$ cat src/design/htf_pkg.sv
package htf_pkg;

    // ------------------------------------------------------------
    // register offsets
    // ------------------------------------------------------------
    localparam logic [7:0] ADDR_BRIDGE_SLEW_TRIM = 8'h62;
    localparam logic [7:0] ADDR_LOOP_MISC_CONFIG = 8'h6E;
    localparam logic [7:0] ADDR_ACTUATOR_FAULT_EVENTS = 8'h81;
    localparam logic [7:0] ADDR_FAULT_STATUS_TWO = 8'h82;
    localparam logic [7:0] ADDR_FAULT_MASK_TWO = 8'h83;
    localparam logic [7:0] ADDR_SNIPPET_FIRST = 8'h84;
    localparam logic [7:0] ADDR_SNIPPET_LAST = 8'hE7;
    localparam int SNIPPET_BYTES = 100;

    // ------------------------------------------------------------
    // field positions
    // ------------------------------------------------------------
    localparam int POS_LOW_SIDE_SLEW = 2;
    localparam int POS_HIGH_SIDE_SLEW = 0;
    localparam int POS_DELAY_BYPASS = 2;
    localparam int POS_FREQ_HOLD = 1;
    localparam int POS_OFFSET_ENABLE = 0;
    localparam int POS_CLIP_EVENT = 2;
    localparam int POS_CLIP_STATE = 7;
    localparam int POS_CLIP_MASK = 7;

    // ------------------------------------------------------------
    // reset values
    // ------------------------------------------------------------
    localparam logic [1:0] RST_SLEW = 2'h3;
    localparam logic RST_CFG_BIT = 1'b0;
    localparam logic RST_FLAG = 1'b0;
    localparam logic [7:0] RST_SNIPPET = 8'h00;

    // ------------------------------------------------------------
    // analogue figures behind the codes
    // ------------------------------------------------------------
    localparam int SLEW_STEP_MV_PER_NS = 25;
    localparam int CONVERSION_OFFSET_MV = 50;

    // ------------------------------------------------------------
    // carriers
    // ------------------------------------------------------------
    typedef struct packed {
        logic write;
        logic read;
        logic [7:0] addr;
        logic [7:0] wdata;
    } htf_bus_req_t;

    typedef struct packed {
        logic [1:0] lowSideSlewSelect;
        logic [1:0] highSideSlewSelect;
        logic delayBypass;
        logic freqHoldOnReversal;
        logic conversionOffsetEnable;
    } htf_cfg_t;

endpackage

$ cat src/design/htf_snippet_mem.sv
`timescale 1ns/10ps
module htf_snippet_mem
    import htf_pkg::*;
(
    input wire logic clk,
    input wire logic sys_rst,
    input wire logic wrEn,
    input wire logic [6:0] index,
    input wire logic [7:0] wdata,
    output logic [7:0] rdata
);

    logic [7:0] memQ [SNIPPET_BYTES];

    // ------------------------------------------------------------
    // storage
    // ------------------------------------------------------------
    // bytes reset to zero
    always_ff @(posedge clk or posedge sys_rst)
    begin
        if (sys_rst)
        begin
            for (int i = 0; i < SNIPPET_BYTES; i++)
                memQ[i] <= RST_SNIPPET;
        end
        else if (wrEn)
            memQ[index] <= wdata;
    end

    // byte order by index
    assign rdata = memQ[index];

endmodule

$ cat src/design/htf_regs.sv
`timescale 1ns/10ps
// What this block does
// low-side slew code in bits 3:2, steps 25..100 mV/ns, resets to 3.
// high-side slew code in bits 1:0, same steps, resets to 3.
// loop config bit 2 bypasses delay comparator; resets to no bypass.
// hold bit set pauses frequency update on every drive polarity reversal.
// offset bit set adds 50 mV to conversion factor calculation.
// clip event flag bit 2 sets on saturated converter result; resets 0.
// clip event flag clears only when software writes one to it.
// status two bit 7 shows present clip fault state; resets 0.
// mask two bit 7 blocks clip fault from interrupt output; resets 0.
// snippet bytes at consecutive addresses 0x84 through 0xE7.
// each snippet byte is eight bits, read-write, resets to zero.
// snippet byte 0 lowest address, byte 99 highest.
// reads never change event, status or mask contents.
module htf_regs
    import htf_pkg::*;
(
    input wire logic clk,
    input wire logic sys_rst,
    input wire logic [7:0] regAddr,
    input wire logic [7:0] regWdata,
    input wire logic regWrite,
    input wire logic regRead,
    output logic [7:0] regRdata,
    input wire logic converterClipIn,
    input wire logic polarityReversal,
    input wire logic freqUpdateReq,
    output logic freqUpdateEn,
    output htf_cfg_t cfg,
    output logic [7:0] conversionOffsetMv,
    output logic [6:0] lowSideSlewMvPerNs,
    output logic [6:0] highSideSlewMvPerNs,
    output logic clipIrq
);

    // ------------------------------------------------------------
    // helpers
    // ------------------------------------------------------------
    function automatic logic [6:0] slew_rate(input logic [1:0] code);
        slew_rate = 7'(SLEW_STEP_MV_PER_NS * (int'(code) + 1));
    endfunction

    function automatic logic hit(input logic [7:0] a, input logic [7:0] r);
        hit = (a == r);
    endfunction

    // ------------------------------------------------------------
    // state
    // ------------------------------------------------------------
    htf_bus_req_t req;
    htf_cfg_t cfgQ;
    logic clipSyncA_q;
    logic clipSyncB_q;
    logic clipEventQ;
    logic clipMaskQ;
    logic [7:0] rdataQ;
    logic [7:0] rdataD;
    logic [7:0] snipRdata;
    logic [6:0] snipIndex;
    logic snipHit;
    logic snipWr;
    logic clipClear;
    logic wrSlew;
    logic wrLoop;
    logic wrMask;

    assign req = '{write: regWrite, read: regRead, addr: regAddr,
                   wdata: regWdata};

    // ------------------------------------------------------------
    // decode
    // ------------------------------------------------------------
    // snippet window decode
    assign snipHit = (req.addr >= ADDR_SNIPPET_FIRST) &&
                     (req.addr <= ADDR_SNIPPET_LAST);
    // index from offset
    assign snipIndex = 7'(req.addr - ADDR_SNIPPET_FIRST);
    assign snipWr = req.write && snipHit;
    assign wrSlew = req.write && hit(req.addr, ADDR_BRIDGE_SLEW_TRIM);
    assign wrLoop = req.write && hit(req.addr, ADDR_LOOP_MISC_CONFIG);
    assign wrMask = req.write && hit(req.addr, ADDR_FAULT_MASK_TWO);
    // write one clears event
    assign clipClear = req.write &&
                       hit(req.addr, ADDR_ACTUATOR_FAULT_EVENTS) &&
                       req.wdata[POS_CLIP_EVENT];

    // ------------------------------------------------------------
    // clip input synchroniser
    // ------------------------------------------------------------
    always_ff @(posedge clk or posedge sys_rst)
    begin
        if (sys_rst)
        begin
            clipSyncA_q <= 1'b0;
            clipSyncB_q <= 1'b0;
        end
        else
        begin
            clipSyncA_q <= converterClipIn;
            clipSyncB_q <= clipSyncA_q;
        end
    end

    // ------------------------------------------------------------
    // configuration
    // ------------------------------------------------------------
    always_ff @(posedge clk or posedge sys_rst)
    begin
        if (sys_rst)
        begin
            // low slew reset code
            cfgQ.lowSideSlewSelect <= RST_SLEW;
            // high slew reset code
            cfgQ.highSideSlewSelect <= RST_SLEW;
            // bypass off at reset
            cfgQ.delayBypass <= RST_CFG_BIT;
            cfgQ.freqHoldOnReversal <= RST_CFG_BIT;
            cfgQ.conversionOffsetEnable <= RST_CFG_BIT;
            // mask clear at reset
            clipMaskQ <= RST_FLAG;
        end
        else
        begin
            if (wrSlew)
            begin
                // low slew write
                cfgQ.lowSideSlewSelect <=
                    req.wdata[POS_LOW_SIDE_SLEW +: 2];
                // high slew write
                cfgQ.highSideSlewSelect <=
                    req.wdata[POS_HIGH_SIDE_SLEW +: 2];
            end
            if (wrLoop)
            begin
                // bypass write
                cfgQ.delayBypass <= req.wdata[POS_DELAY_BYPASS];
                cfgQ.freqHoldOnReversal <= req.wdata[POS_FREQ_HOLD];
                cfgQ.conversionOffsetEnable <= req.wdata[POS_OFFSET_ENABLE];
            end
            // mask write
            if (wrMask)
                clipMaskQ <= req.wdata[POS_CLIP_MASK];
        end
    end

    // ------------------------------------------------------------
    // clip event flag
    // ------------------------------------------------------------
    always_ff @(posedge clk or posedge sys_rst)
    begin
        if (sys_rst)
            clipEventQ <= RST_FLAG;
        // set wins over clear
        else if (clipSyncB_q)
            clipEventQ <= 1'b1;
        else if (clipClear)
            clipEventQ <= 1'b0;
    end

    // ------------------------------------------------------------
    // snippet memory
    // ------------------------------------------------------------
    htf_snippet_mem u_snip
    (
        .clk(clk),
        .sys_rst(sys_rst),
        .wrEn(snipWr),
        .index(snipIndex),
        .wdata(req.wdata),
        .rdata(snipRdata)
    );

    // ------------------------------------------------------------
    // read mux
    // ------------------------------------------------------------
    // reads have no side effect
    always_comb
    begin
        rdataD = 8'h00;
        if (snipHit)
            rdataD = snipRdata;
        else
        begin
            case (req.addr)
                ADDR_BRIDGE_SLEW_TRIM:
                begin
                    rdataD[POS_LOW_SIDE_SLEW +: 2] = cfgQ.lowSideSlewSelect;
                    rdataD[POS_HIGH_SIDE_SLEW +: 2] =
                        cfgQ.highSideSlewSelect;
                end
                ADDR_LOOP_MISC_CONFIG:
                begin
                    rdataD[POS_DELAY_BYPASS] = cfgQ.delayBypass;
                    rdataD[POS_FREQ_HOLD] = cfgQ.freqHoldOnReversal;
                    rdataD[POS_OFFSET_ENABLE] = cfgQ.conversionOffsetEnable;
                end
                ADDR_ACTUATOR_FAULT_EVENTS:
                    rdataD[POS_CLIP_EVENT] = clipEventQ;
                // present clip state
                ADDR_FAULT_STATUS_TWO:
                    rdataD[POS_CLIP_STATE] = clipSyncB_q;
                ADDR_FAULT_MASK_TWO:
                    rdataD[POS_CLIP_MASK] = clipMaskQ;
                default:
                    rdataD = 8'h00;
            endcase
        end
    end

    always_ff @(posedge clk or posedge sys_rst)
    begin
        if (sys_rst)
            rdataQ <= 8'h00;
        else if (req.read)
            rdataQ <= rdataD;
        else
            rdataQ <= 8'h00;
    end

    assign regRdata = rdataQ;

    // ------------------------------------------------------------
    // outputs to the loop
    // ------------------------------------------------------------
    assign cfg = cfgQ;
    // low slew figure
    assign lowSideSlewMvPerNs = slew_rate(cfgQ.lowSideSlewSelect);
    // high slew figure
    assign highSideSlewMvPerNs = slew_rate(cfgQ.highSideSlewSelect);
    // hold update on reversal
    assign freqUpdateEn = freqUpdateReq &&
                          !(cfgQ.freqHoldOnReversal && polarityReversal);
    // offset figure
    assign conversionOffsetMv = cfgQ.conversionOffsetEnable ?
                                8'(CONVERSION_OFFSET_MV) : 8'h00;
    // mask gates interrupt
    assign clipIrq = clipEventQ && !clipMaskQ;

    // ------------------------------------------------------------
    // checks
    // ------------------------------------------------------------
    property p_clip_sets;
        @(posedge clk) disable iff (sys_rst)
        clipSyncB_q |=> clipEventQ;
    endproperty
    a_clip_sets: assert property (p_clip_sets)
        else $error("clip event not set");

    property p_clip_holds;
        @(posedge clk) disable iff (sys_rst)
        clipEventQ && !clipClear |=> clipEventQ;
    endproperty
    a_clip_holds: assert property (p_clip_holds)
        else $error("clip event lost without clear");

    property p_clip_clears;
        @(posedge clk) disable iff (sys_rst)
        clipClear && !clipSyncB_q |=> !clipEventQ;
    endproperty
    a_clip_clears: assert property (p_clip_clears)
        else $error("clip event not cleared");

    property p_mask;
        @(posedge clk) disable iff (sys_rst)
        clipMaskQ |-> !clipIrq;
    endproperty
    a_mask: assert property (p_mask)
        else $error("masked clip raised irq");

    property p_status_read;
        @(posedge clk) disable iff (sys_rst)
        req.read && hit(req.addr, ADDR_FAULT_STATUS_TWO)
        |=> regRdata[POS_CLIP_STATE] == $past(clipSyncB_q);
    endproperty
    a_status_read: assert property (p_status_read)
        else $error("status bit wrong");

    property p_slew_write;
        @(posedge clk) disable iff (sys_rst)
        wrSlew |=> cfgQ.lowSideSlewSelect == $past(req.wdata[3:2]) &&
                   cfgQ.highSideSlewSelect == $past(req.wdata[1:0]);
    endproperty
    a_slew_write: assert property (p_slew_write)
        else $error("slew write lost");

    property p_hold;
        @(posedge clk) disable iff (sys_rst)
        cfgQ.freqHoldOnReversal && polarityReversal |-> !freqUpdateEn;
    endproperty
    a_hold: assert property (p_hold)
        else $error("update not held");

    property p_offset;
        @(posedge clk) disable iff (sys_rst)
        cfgQ.conversionOffsetEnable |-> conversionOffsetMv == 8'h32;
    endproperty
    a_offset: assert property (p_offset)
        else $error("offset wrong");

    property p_bypass;
        @(posedge clk) disable iff (sys_rst)
        wrLoop |=> cfgQ.delayBypass == $past(req.wdata[2]);
    endproperty
    a_bypass: assert property (p_bypass)
        else $error("bypass write lost");

    property p_read_quiet;
        @(posedge clk) disable iff (sys_rst)
        req.read && !req.write && !clipSyncB_q |=> $stable(clipEventQ);
    endproperty
    a_read_quiet: assert property (p_read_quiet)
        else $error("read changed event");

endmodule

$ cat config.mk
export PLATFORM = sky130hd
export DESIGN_NAME = htf_regs
export DESIGN_NICKNAME = d
export VERILOG_FILES = /design/src/design/htf_pkg.sv /design/src/design/htf_snippet_mem.sv /design/src/design/htf_regs.sv
export SDC_FILE = /design/constraint.sdc
export NUM_CORES = 2
export LEC_CHECK = 0
export BUFFER_PORTS_ARGS = -buffer_cell sky130_fd_sc_hd__buf_2
export CAP_MARGIN = 25
export CORE_MARGIN = 5
export CORE_UTILIZATION = 35
export CTS_BUF_LIST = sky130_fd_sc_hd__clkbuf_16
export CTS_CLUSTER_SIZE = 28
export DETAILED_ROUTE_END_ITERATION = 10
export SYNTH_ARGS = -nofsm -noshare
export SYNTH_HDL_FRONTEND = slang
export SYNTH_SLANG_ARGS = --single-unit
$ cat constraint.sdc
create_clock -name clk -period 31.9 [get_ports clk]
set_input_delay 1.595 -clock clk [delete_from_list [all_inputs] [get_ports clk]]
set_output_delay 1.595 -clock clk [all_outputs]
set_load 0.01 [all_outputs]
==> impl_metrics.json <==
{
  "clk_latency_ns": 0.66,
  "avgSynthCellArea_um2": 14.8,
  "grt_pass1_wl_um": 167000,
  "pin_count": 62,
  "routed_wirelength_um": 110000,
  "antenna_left": 0,
  "ys_ff_latch": 819,
  "cts_resized": 0,
  "hold_violations": 0,
  "first_iter_violations": 1895,
  "min_path_cells": 0,
  "preCtsSetupSlack_ns": 26.06,
  "cts.htree.levels": 3,
  "drc": 0,
  "cts_hold_buf": 0,
  "viasPerCell": 5.72,
  "skew_ns": 0.0245,
  "hp-start": "clipSyncA_q",
  "cts_tree": "yes",
  "die_w_um": 341,
  "use_met2_pct": 29.8,
  "drive_above_1_share_pct": 48.6,
  "layout_setup_ws_ns": 26.74,
  "synthesis.area_um2": 38300,
  "endpoint_kind": "register",
  "cts_inserted_buffers": 88,
  "cts.sinks": 819,
  "synth_edf_count": 0,
  "clockBufferDepth": 3,
  "fill_cells": 9975,
  "placed_area_um2": 39900,
  "initial_core_util_pct": 35.2,
  "cp.arrival_ns": 5.70,
  "overflow": 0,
  "startpoint_type": "primary input",
  "crit_required_ns": 32.44,
  "stdcell_count": 4076,
  "final_common_cell": "dfrtp_1",
  "post_cts_buffers": 0,
  "gp_congestion": 0.816,
  "detailed_place_hpwl_um": 69700,
  "antenna_found_initial": 1,
  "synth_seq_area_share_pct": 53.5,
  "max-cap-violations": 0,
  "row_count": 121,
  "crit_path_max_fanout": 42,
  "finish.instance_area_um2": 42800,
  "maxSlewHeadroom_pct": 23.8,
  "p_per_area_nw_per_um2": 54.1,
  "maxSlewViolCount": 0,
  "vias": 23300,
  "cts_root_buf": "clkbuf_16",
  "port_buffers": 56,
  "synth_cells": 2595,
  "first_global_vias": 24800,
  "die_y_um": 341,
  "ys.flop_type": "dfrtp_1",
  "die_area_um2": 116000,
  "wl_per_cell_um": 27.0,
  "rr_worst_depth": 6,
  "min_period_ns": 5.16,
  "rr_startpoint": "u_snip.memQ[68]",
  "placedCellCount": 3915,
  "ir_drop_mv": 0.0351,
  "busiest_layer": "met2",
  "final_util_pct": 39.4,
  "fmax_mhz": 194,
  "async_flop_share_pct": 100,
  "final.setup.tns_ns": 0,
  "use_met1_pct": 26.4,
  "tightest_slew_ns": 1.14,
  "met3_usage_pct": 3.60,
  "finalCritPeriodShare_pct": 16.2,
  "holdCritPathClass": "register to register",
  "outcome": "completed",
  "area_delta_synth_final_pct": 11.7,
  "startpoint": "regAddr[2]",
  "clk_pin_slew_ns": 0.06,
  "final_nets": 2630,
  "track_usage_pct": 18.8,
  "power.leakage_uw": 0.0200,
  "core_um2": 109000,
  "setup_violations": 0,
  "synth_warnings": 0,
  "antennaDiodeCount": 0,
  "grt_max_degree": 176,
  "synthDistinctLibCells": 73,
  "layout_common_cells": "dfrtp_1 (815), mux2_2 (793), mux4_2 (129), mux2i_1 (124), nor2_2 (91)",
  "firstDrtPassIters": 5,
  "path_class": "primary input to register",
  "rsz0062_at_grt": "false"
}
-- synth_stat cells (all sizes together), types with 5 or more instances --
library cell	count	area, um2
mux2	825	9290
dfrtp	815	20400
mux4	129	2910
mux2i	124	1240
clkbuf	113	425
nor2	105	614
buf	87	529
a22oi	43	323
nand2	41	154
a21oi	29	145
nand3	25	145
o21ai	24	120
nor3	22	175
nand4	16	209
o22ai	16	113
inv	15	56.3
a31oi	13	81.3
ha	10	125
o221ai	10	87.6
a221oi	9	78.8
a2bb2oi	8	70.1
nand2b	7	43.8
o2111ai	7	61.3
and3	6	37.5
o211ai	6	45.0
o221a	6	67.6
a211oi	5	37.5
nor2b	5	31.3
o31ai	5	37.5
xnor2	5	43.8
-- per-stage QoR --
| stage | hold WS (ns) | power, uW |
|---|---|---|
| 2_1_floorplan | 0.331 | 1280 |
| 3_3_place_gp | 0.347 | 1350 |
| 3_5_place_dp | 0.338 | 1360 |
| 4_1_cts | 0.362 | 2330 |
| 5_1_grt | 0.369 | 2400 |
| 6_report | 0.360 | 2320 |
-- kinds of logic (layout without fill, tap and decap cells) --
group           Yosys count  count (layout)  share of synthesized area [%]
compound gates          220             220                           4.26
xor+xnor                  7               7                          0.160
fa+ha+maj                10              10                          0.327
buf+inv                 215             278                           2.64
flops                   819             819                           53.5
mux                    1078            1078                           35.1
other cells               1               5                        0.00979
simple gates            245             245                           3.99
-- cell type report --
cell class,instances,area [um2],area share [%]
Tap cell,1414,1770,4.14
Sequential cell,819,20500,47.9
Clock inverter,66,494,1.16
Clock buffer,89,2230,5.21
Timing Repair Buffer,108,880,2.06
Inverter,15,63.8,0.149
Multi-Input combinational cell,1565,16800,39.4
-- flip-flops by register name, summed over array words and instances (netlist names) --
| signal | flops |
|---|---|
| regRdata | 8 |
| clipEventQ | 1 |
| clipSyncB_q | 1 |
| u_snip.memQ | 800 |
| clipMaskQ | 1 |
| clipSyncA_q | 1 |
| cfg | 7 |
-- layer usage --
metal / vias to the layer above / share of wire, %
met4: 2 / 3.2
met1: 12700 / 44
met2: 749 / 47
li1: 9675 / -
met5: - / 0.012
met3: 200 / 6.3
-- worst max-delay path: stages --
cell      delay (ns)
buf_4           0.45
buf_4           0.61
ha_1            0.27
inv_1           0.05
o311ai_0        0.34
o211a_1         0.21
buf_4           0.48
nand3_2         0.40
nor3_2          0.83
mux2_2          0.41
-- final timing paths --
check	to	slack [ns]
max in group asynchronous	regRdata[4]	27.98
max	u_snip.memQ[755]	26.74
min	clipSyncB_q	0.36
min reg2reg	clipSyncB_q	0.36
max reg2reg	regRdata[4]	29.39
min in group asynchronous	u_snip.memQ[327]	1.07
-- power by group --
group | internal (uW) | leakage, uW | switching, uW
Sequential | 1090 | 0.0113 | 27.9
Clock | 548 | 0.00139 | 425
Combinational | 87.3 | 0.00731 | 136
Total | 1730 | 0.0200 | 589
Power figures use the tool's default switching activity.
